File: src/logic/ccr_pkg.sv
`default_nettype none
package ccr_pkg;
	// register port geometry
	localparam int          CCR_ADDR_W      = 6;
	localparam int          CCR_DATA_W      = 16;
	localparam int          CCR_NUM_CH      = 4;
	// register addresses
	localparam logic [5:0]  CCR_ADDR_ID     = 6'h07;
	localparam logic [5:0]  CCR_ADDR_CH0    = 6'h10;
	// reset values
	localparam logic [15:0] CCR_CH0_RESET   = 16'h8001;
	localparam logic [15:0] CCR_CHN_RESET   = 16'h0001;
	// writable bits: 15, 13:12, 9:0; reserved 14 and 11:10 stay zero
	localparam logic [15:0] CCR_WR_MASK     = 16'hB3FF;
	// field positions
	localparam int          CCR_EN_BIT      = 15;
	localparam int          CCR_PROF_HI     = 13;
	localparam int          CCR_PROF_LO     = 12;
	localparam int          CCR_POS_HI      = 9;
	localparam int          CCR_POS_LO      = 5;
	localparam int          CCR_NEG_HI      = 4;
	localparam int          CCR_NEG_LO      = 0;
	localparam int          CCR_PROF_W      = 2;
	localparam int          CCR_SEL_W       = 5;
endpackage
`default_nettype wire

File: src/logic/ccr_sequencer.sv
`timescale 1ns/10ps
`default_nettype none
module ccr_sequencer
	import ccr_pkg::*;
#(
	parameter int NUM_CH = CCR_NUM_CH,
	parameter int IDX_W  = $clog2(NUM_CH)
)
(
	input  wire logic              sys_clk_in,
	input  wire logic              rstn_in,
	input  wire logic [NUM_CH-1:0] enable_in,
	input  wire logic              conv_done_in,
	output logic      [IDX_W-1:0]  active_ch_out,
	output logic                   active_valid_out
);
	// ==========================================
	// channel pointer
	logic [IDX_W-1:0] cur_ch;
	logic [IDX_W-1:0] next_cur_ch;
	logic             found;
	logic             advance;

	// RL4: auto sequencing
	// RL13: ascending with wrap
	always_comb
	begin
		next_cur_ch = cur_ch;
		found       = 1'b0;
		// a disabled current channel is left at once, not after its conversion
		advance     = conv_done_in || !enable_in[cur_ch];
		for (int i = 0; i < NUM_CH; i++)
		begin
			if (!found && enable_in[i] && (IDX_W'(i) > cur_ch))
			begin
				next_cur_ch = IDX_W'(i);
				found       = 1'b1;
			end
		end
		for (int i = 0; i < NUM_CH; i++)
		begin
			if (!found && enable_in[i])
			begin
				next_cur_ch = IDX_W'(i);
				found       = 1'b1;
			end
		end
		if (!advance || !found)
		begin
			next_cur_ch = cur_ch;
		end
	end

	always_ff @(posedge sys_clk_in or negedge rstn_in)
	begin
		if (!rstn_in)
		begin
			cur_ch <= '0;
		end
		else
		begin
			cur_ch <= next_cur_ch;
		end
	end

	assign active_ch_out    = cur_ch;
	assign active_valid_out = enable_in[cur_ch];
endmodule
`default_nettype wire

File: src/logic/ccr_channel_config_regs.sv
//
// Contract
// RL1: read-only fixed 16-bit part identifier
// RL2: channel zero at 0x10, resets 0x8001
// RL3: bit 15 enables channel, default on
// RL4: two or more enabled: auto sequence
// RL5: bit 14 reserved, reads zero
// RL6: bits 13:12 pick one of four setups
// RL7: setup selects its four-register group
// RL8: host writes same setup for sharing
// RL9: bits 11:10 reserved, read zero
// RL10: bits 9:5 pick positive input
// RL11: bits 4:0 pick negative input, default 1
// RL12: channels one to three at 0x11-0x13
// RL13: ascending channel order, wrap around
// RL14: writes to identifier are ignored
`timescale 1ns/10ps
`default_nettype none
module ccr_channel_config_regs
	import ccr_pkg::*;
#(
	// arbitrary neutral identifier value
	parameter logic [15:0] PART_ID = 16'h00A5,
	parameter int          NUM_CH  = CCR_NUM_CH,
	parameter int          IDX_W   = $clog2(NUM_CH)
)
(
	input  wire logic                  sys_clk_in,
	input  wire logic                  rstn_in,
	input  wire logic [CCR_ADDR_W-1:0] reg_addr_in,
	input  wire logic                  reg_wr_in,
	input  wire logic [CCR_DATA_W-1:0] reg_wdata_in,
	input  wire logic                  reg_rd_in,
	output logic      [CCR_DATA_W-1:0] reg_rdata_out,
	output logic                       reg_rvalid_out,
	input  wire logic                  conv_done_in,
	output logic      [IDX_W-1:0]      active_ch_out,
	output logic                       active_valid_out,
	output logic      [CCR_PROF_W-1:0] active_profile_out,
	output logic      [CCR_SEL_W-1:0]  active_pos_sel_out,
	output logic      [CCR_SEL_W-1:0]  active_neg_sel_out,
	output logic      [NUM_CH-1:0]     channel_enable_out
);
	// ==========================================
	// address decode
	logic [CCR_ADDR_W-1:0] ch_off;
	logic                  ch_hit;
	logic                  id_hit;

	// the offset wraps below the bank base, so the lower bound is tested apart
	assign ch_off = reg_addr_in - CCR_ADDR_CH0;
	assign ch_hit = (reg_addr_in >= CCR_ADDR_CH0) && (ch_off < CCR_ADDR_W'(NUM_CH));
	assign id_hit = (reg_addr_in == CCR_ADDR_ID);

	// ==========================================
	// channel register file
	logic [CCR_DATA_W-1:0] ch_cfg      [NUM_CH];
	logic [CCR_DATA_W-1:0] next_ch_cfg [NUM_CH];

	always_comb
	begin
		next_ch_cfg = ch_cfg;
		// RL14: identifier write dropped
		// RL12: channels by address offset
		if (reg_wr_in && ch_hit)
		begin
			// RL5: reserved bits masked
			// RL9: reserved bits masked
			next_ch_cfg[ch_off[IDX_W-1:0]] = reg_wdata_in & CCR_WR_MASK;
		end
	end

	always_ff @(posedge sys_clk_in or negedge rstn_in)
	begin
		if (!rstn_in)
		begin
			// RL2: channel zero default
			// RL12: others start disabled
			for (int i = 0; i < NUM_CH; i++)
			begin
				ch_cfg[i] <= (i == 0) ? CCR_CH0_RESET : CCR_CHN_RESET;
			end
		end
		else
		begin
			ch_cfg <= next_ch_cfg;
		end
	end

	// ==========================================
	// read port
	logic [CCR_DATA_W-1:0] rdata;
	logic [CCR_DATA_W-1:0] next_rdata;
	logic                  rvalid;
	logic                  next_rvalid;

	// a read in the same cycle as a write returns the old contents
	always_comb
	begin
		next_rdata  = rdata;
		next_rvalid = reg_rd_in;
		if (reg_rd_in)
		begin
			if (id_hit)
			begin
				// RL1: fixed identifier read
				next_rdata = PART_ID;
			end
			else if (ch_hit)
			begin
				next_rdata = ch_cfg[ch_off[IDX_W-1:0]];
			end
			else
			begin
				// unmapped reads answer zero
				next_rdata = '0;
			end
		end
	end

	always_ff @(posedge sys_clk_in or negedge rstn_in)
	begin
		if (!rstn_in)
		begin
			rdata  <= '0;
			rvalid <= 1'b0;
		end
		else
		begin
			rdata  <= next_rdata;
			rvalid <= next_rvalid;
		end
	end

	assign reg_rdata_out  = rdata;
	assign reg_rvalid_out = rvalid;

	// ==========================================
	// enables and sequencing
	logic [NUM_CH-1:0] enables;

	genvar g;
	generate
		for (g = 0; g < NUM_CH; g++)
		begin : g_en
			// RL3: enable bit
			assign enables[g] = ch_cfg[g][CCR_EN_BIT];
		end
	endgenerate

	logic [IDX_W-1:0] seq_ch;
	logic             seq_valid;

	ccr_sequencer #(
		.NUM_CH (NUM_CH),
		.IDX_W  (IDX_W)
	) u_seq (
		.sys_clk_in       (sys_clk_in),
		.rstn_in          (rstn_in),
		.enable_in        (enables),
		.conv_done_in     (conv_done_in),
		.active_ch_out    (seq_ch),
		.active_valid_out (seq_valid)
	);

	// ==========================================
	// active channel outputs
	logic [IDX_W-1:0]      act_ch;
	logic                  act_valid;
	logic [CCR_PROF_W-1:0] act_prof;
	logic [CCR_SEL_W-1:0]  act_pos;
	logic [CCR_SEL_W-1:0]  act_neg;
	logic [NUM_CH-1:0]     act_en;
	logic [IDX_W-1:0]      next_act_ch;
	logic                  next_act_valid;
	logic [CCR_PROF_W-1:0] next_act_prof;
	logic [CCR_SEL_W-1:0]  next_act_pos;
	logic [CCR_SEL_W-1:0]  next_act_neg;
	logic [NUM_CH-1:0]     next_act_en;
	logic [CCR_DATA_W-1:0] sel_cfg;

	assign sel_cfg = ch_cfg[seq_ch];

	// outputs trail the pointer by one edge so they leave flip-flops, not the mux
	always_comb
	begin
		next_act_ch    = seq_ch;
		next_act_valid = seq_valid;
		// RL6: setup index
		// RL7: picks four-register group
		next_act_prof  = sel_cfg[CCR_PROF_HI:CCR_PROF_LO];
		// RL10: positive input
		next_act_pos   = sel_cfg[CCR_POS_HI:CCR_POS_LO];
		// RL11: negative input
		next_act_neg   = sel_cfg[CCR_NEG_HI:CCR_NEG_LO];
		next_act_en    = enables;
	end

	always_ff @(posedge sys_clk_in or negedge rstn_in)
	begin
		if (!rstn_in)
		begin
			act_ch    <= '0;
			act_valid <= 1'b0;
			act_prof  <= '0;
			act_pos   <= '0;
			act_neg   <= '0;
			act_en    <= '0;
		end
		else
		begin
			act_ch    <= next_act_ch;
			act_valid <= next_act_valid;
			act_prof  <= next_act_prof;
			act_pos   <= next_act_pos;
			act_neg   <= next_act_neg;
			act_en    <= next_act_en;
		end
	end

	assign active_ch_out      = act_ch;
	assign active_valid_out   = act_valid;
	assign active_profile_out = act_prof;
	assign active_pos_sel_out = act_pos;
	assign active_neg_sel_out = act_neg;
	assign channel_enable_out = act_en;
endmodule
`default_nettype wire

File: config.mk
export PLATFORM = sky130hd
export DESIGN_NAME = ccr_channel_config_regs
export DESIGN_NICKNAME = d
export VERILOG_FILES = /design/src/logic/ccr_pkg.sv /design/src/logic/ccr_sequencer.sv /design/src/logic/ccr_channel_config_regs.sv
export SDC_FILE = /design/constraint.sdc
export NUM_CORES = 1
export LEC_CHECK = 0
export BUFFER_PORTS_ARGS = -buffer_cell sky130_fd_sc_hd__buf_4
export CAP_MARGIN = 30
export CORE_MARGIN = 10
export CORE_UTILIZATION = 35
export DETAILED_ROUTE_END_ITERATION = 10
export SLEW_MARGIN = 30
export SYNTH_ARGS = -nofsm -noshare
export SYNTH_HDL_FRONTEND = slang
export SYNTH_SLANG_ARGS = --single-unit
File: constraint.sdc
create_clock -name sys_clk_in -period 3.7 [get_ports sys_clk_in]
set_input_delay 0.185 -clock sys_clk_in [delete_from_list [all_inputs] [get_ports sys_clk_in]]
set_output_delay 0.185 -clock sys_clk_in [all_outputs]
set_load 0.02 [all_outputs]
# Yosys cells after proc, flatten, opt, wreduce, memory -nomap -nowiden
# Index checks and enable logic that the tools add are counted.
totals:
  wordCells: 85
  register_bits: 102
  inputBits: 27
classes:
  magnitude_cmp: 10
  muxes: 29
  n_eq_ne: 1
  n_addsub: 1
  reduce_logical: 28
  bitwise: 3
ops:
  columns: ["op", "count"]
  rows:
  - ["16-bit 2-to-1 mux", 5]
  - ["16-bit binary-select mux with 2-bit select", 2]
  - ["64-bit bitwise mux", 1]
  - ["16-bit demux with 2-bit select", 1]
  - ["14-bit 2-to-1 mux", 2]
  - ["2-bit 2-to-1 mux", 8]
  - ["1-bit logical AND", 14]
  - ["1-bit logical NOT", 10]
  - ["1-bit 2-to-1 mux", 9]
  - ["8-bit nonzero test", 1]
  - ["6-bit by 3-bit equality test with 1-bit output (second input constant)", 1]
  - ["3-bit greater-or-equal comparator (second input constant)", 2]
  - ["6-bit by 5-bit greater-or-equal comparator with 1-bit output (second input constant)", 1]
  - ["6-bit by 3-bit < comparator with 1-bit output (second input constant)", 1]
  - ["2-bit NOT with 3-bit output", 2]
  - ["6-bit by 5-bit subtractor with 6-bit output (second input constant)", 1]
  - ["1-bit by 2-bit greater-than comparator with 1-bit output (first input constant)", 2]
  - ["2-bit greater-than comparator (first input constant)", 2]
  - ["2-bit by 3-bit < comparator with 1-bit output (second input constant)", 1]
  - ["3-bit by 1-bit < comparator with 1-bit output (second input constant)", 1]
  - ["1-bit binary-select mux with 2-bit select", 1]
  - ["1-bit logical OR", 2]
  - ["2-bit AND reduction", 1]
  - ["1-bit NOT", 1]

# Logic depth before layout (Yosys ltp)
depth:
  depth_word: 31
  mapped_depth: 6

# By module
# A second synthesis with hierarchy kept.
unflattened:
  hier_cells: 258
  hier_area_um2: 3858.7
by_module_without_submodules:
  columns: ["mod", "instances", "cells_each", "area_per_inst_um2", "seq_area_each_um2"]
  rows:
  - ["ccr_channel_config_regs", 1, 228, 3633.5, 2133.3]
  - ["ccr_sequencer", 1, 30, 225.2, 50.0]

# Worst setup path before layout
# Ideal clock, no wire load.
synth_path:
  path_kind: "in2reg"
  startpoint: "in reg_addr_in[5]"
  endpoint: "reg ch_cfg[49] (netlist name)"
  path_slack_ns: 2.130
  arrival_time_ns: 1.445
  stages: 5
  cell_sequence: "nor4b_4 -> nand2_1 -> nor3_2 -> buf_4 -> mux2_2"
synth_via:
  elab_chain_len: 4
  elab_cells_between_ends: 5
synth_lines:
  columns: ["item", "line", "text"]
  rows:
  - ["from (decl)", "ccr_channel_config_regs.sv:30", "input wire logic [CCR_ADDR_W-1:0] reg_addr_in,"]
  - ["6-bit by 5-bit subtractor with 6-bit output", "ccr_channel_config_regs.sv:51", "assign ch_off = reg_addr_in - CCR_ADDR_CH0;"]
  - ["6-bit by 3-bit < comparator with 1-bit output", "ccr_channel_config_regs.sv:52", "assign ch_hit = (reg_addr_in >= CCR_ADDR_CH0) && (ch_off < CCR_ADDR_W'(NUM_CH));"]
  - ["1-bit logical AND *", "ccr_channel_config_regs.sv:52", null]
  - ["1-bit logical AND *", "ccr_channel_config_regs.sv:65", "if (reg_wr_in && ch_hit)"]
  - ["to (signal, indexed assignment)", "ccr_channel_config_regs.sv:81", "ch_cfg[i] <= (i == 0) ? CCR_CH0_RESET : CCR_CHN_RESET;"]
  - ["to (signal assigned)", "ccr_channel_config_regs.sv:86", "ch_cfg <= next_ch_cfg;"]
  - ["to (decl)", "ccr_channel_config_regs.sv:57", "logic [CCR_DATA_W-1:0] ch_cfg [NUM_CH];"]
# Every way passes the cells marked *; elsewhere a longest branch is shown, timed or not.
# A chain may end at the register's enable or synchronous reset.

# Worst setup path after layout
layout_path:
  startpoint: "in reg_addr_in[5]"
  endpoint: "reg ch_cfg[61] (netlist name)"
# Same word-level chain as after synthesis.

==> summary.txt <==
Syn Std Cell Area - 3820 um2
hold depth - 2
Tcrit/Tclk final - 49.2%
Critical Path Source - reg_addr_in[5]
GR Overflow Total - 0
Critical Path Start Type - input port
cts repair resizes - 0
Synth Instances - 250
worst-path maximum fanout - 17
CTS root buffer - clkbuf_8
Routed WL - 8.23 mm
synth warn - 0
FILL cells - 1,028
CTS tree - built
worst-margin pin slew - 772 ps
first-pass GRT wire length - 13.4 mm
worst hold path class - input port to flop
Worst R2R Path Depth - 5
Primary FF master, synth - dfrtp_1
clock power share - 26.8%
htree depth - 3
drt drc - 0
crit path kind - input port to flop
Comb pwr share - 25.7%
worst vdd ir - 0.238 mV
initial core utilization - 35.6%
Clock Latency Late Sink - 350 ps
synth cell count leaders - dfrtp_1 (82), mux2_2 (53), mux4_2 (25), inv_1 (10), o21ai_0 (10)
Core Footprint - 10,700 um2
layout cells sized above 1 - 51.9%
detailed placement HPWL - 5.44 mm
flip-flop and latch count after synthesis - 87
count leader, synth - dfrtp_1
port bufs - 56
Initial DRC Count - 155
syn avg cell area - 15.3 um2
Num CTS Buffers - 9
design area - 4610 um2
IO Count - 63
Via density - 4.90
via count - 2,226
min cycle time layout - 1820 ps
WL met2 - 4.14 mm
PD cells - 555 nW/um2
M1 WL - 3.67 mm
Hold Startpoint - reg_wdata_in[9]
highest routed layer - met4
CP Capture Type - flop
met3 wire len - 329 um
hold_buf cts - 1
most numerous cell on the critical path - buf_4
Clock Path Buffers - 2
Distinct cells, synth - 30
setup violators final - 0
Worst slew margin - 48.5%
final hold viol count - 0
Detailed Routing Iterations Pass 1 - 4
cells along the critical path - buf_4, nor4b_4, buf_4, nand2_1, nor3_2, buf_4, mux2_2
Worst-path clk slew - 80 ps
most area-consuming cells after synthesis - dfrtp_1 (54%), mux2_2 (16%), mux4_2 (15%), dfstp_2 (3.4%), o21ai_0 (1.3%)
Achievable Freq - 549 MHz
Area Overhead vs Synth - 20.7%
multi-input logic area - 1520 um2
Die X - 125 um
Final GP Congestion - 0.709
row count - 38
NetSw - 0.732 mW
CP max stage delay - 450 ps
Seq pwr share - 47.5%
CP delay by family, top - simple AND/OR/NAND/NOR gates
GRT Total Usage - 10.9%
post-synth top area share - 53.7%
status - complete, no violations
number of global-route vias before repair - 2,386
RSZ-0062 raised after global routing - no
pre-CTS WS - 1360 ps
max-cap violation count - 0
total power - 2.56 mW
Slowest-stage cell, CP - nor3_2
Critical Path RT - 3940 ps
largest net degree at the start of global routing - 88
P_int - 1.83 mW
WL/cell - 18.1 um
count of flip-flops with a built-in enable after synthesis - 0
setup slack after layout - 1880 ps
die height - 125 um
Worst EP arrival - 2060 ps
sequential share of the synthesized area - 57.1%
Stages on worst setup path - 7
CP Buf/Inv Count - 3
switching portion of total power - 28.6%
worst r2r src - u_seq.active_ch_out[0]
Max Slew Vio Count - 0
fin nets - 336
dpl cell area - 4380 um2
FF+latch area - 2180 um2
Async SR Flop Fraction - 100%
TNS Setup - 0 ps
clock sinks - 87
ANT cells - 0
post-layout util - 42.9%
antenna viol nets, final - 0
final setup skew - 7.29 ps
antenna violations before repair - 0
die area - 15,500 um2
post-CTS setup buffers - 0
Pleak - 2.13 nW
post-synth top area cell - dfrtp_1
## through the flow
step | hold WS (ps) | cells
floorplan | -111 | 252
global placement | 443 | 436
detailed placement | 305 | 436
CTS | 77.4 | 453
global route | 80.8 | 454
finish | 94.5 | 454
## final cells by class
cell class	count	area share, %
multi-input cells	137	32.9
repair buffers	64	10.6
clock buffers	14	3.74
flip-flops and latches	87	47.3
well taps	140	3.80
clock inverters	2	0.814
inverters	10	0.814
## sequential cells by signal (all words and copies together), names as in the netlist
| register | flops |
|---|---|
| ch_cfg | 52 |
| reg_rdata_out | 13 |
| active_neg_sel_out | 5 |
| active_pos_sel_out | 5 |
| channel_enable_out | 4 |
| active_ch_out | 2 |
| active_profile_out | 2 |
| u_seq.active_ch_out | 2 |
| active_valid_out | 1 |
| reg_rvalid_out | 1 |
## layout by cell type (no fill, tap or decap), types with 2 or more instances in the layout
master and count:
mux2i_1 3, dfstp_2 5, mux2_2 53, a21oi_1 5
conb_1 3, dfrtp_1 82, nand3_1 9, nor2_1 9
buf_6 2, clkbuf_8 12, mux4_2 25, buf_4 61
clkbuf_1 2, nand2_1 2, o21ai_0 10, nand4b_1 3
nand2b_1 3, inv_1 10
## metal layers
metal / track usage, % / vias to the layer above
met1: 13.5 / 1144
met4: 4.52 / 0
li1: - / 1031
met5: 0 / -
met3: 2.72 / 8
met2: 17.6 / 43
## worst register-to-register path: stages, from the launching register on
cell and delay (ps):
dfrtp_1 530, buf_4 360, or2_2 180, o22ai_1 90, nor2_1 160, mux2_2 340
## logic make-up (layout without fill, tap and decap cells)
logic type / count (synthesis) / in the layout / synth area share [%]
DFF: 87 / 87 / 57.1
muxes: 81 / 81 / 31.1
and+or+nand+nor: 32 / 32 / 4.98
buffers and inverters: 28 / 90 / 3.44
AOI/OAI and AO/OA: 21 / 21 / 3.24
other: 1 / 3 / 0.0981
## power by group through the flow
stage                     clock network, mW  registers [mW]  logic, mW
after global routing                  0.751            1.24      0.710
after detailed placement                  0            1.24      0.672
final                                 0.686            1.22      0.659
after CTS                             0.709            1.22      0.674
after floorplan                           0            1.29      0.361
after global placement                    0            1.23      0.666
## final timing paths
check / endpoint / slack, ps
min in group asynchronous: active_profile_out[0] / 470
worst min register to register: channel_enable_out[0] / 450
max in group asynchronous: active_pos_sel_out[2] / 2720
worst max-delay path: ch_cfg[61] / 1880
worst max register to register: u_seq.active_ch_out[0] / 1940
worst min-delay path: ch_cfg[41] / 90
Note: power is estimated with default switching activity, not from simulation.
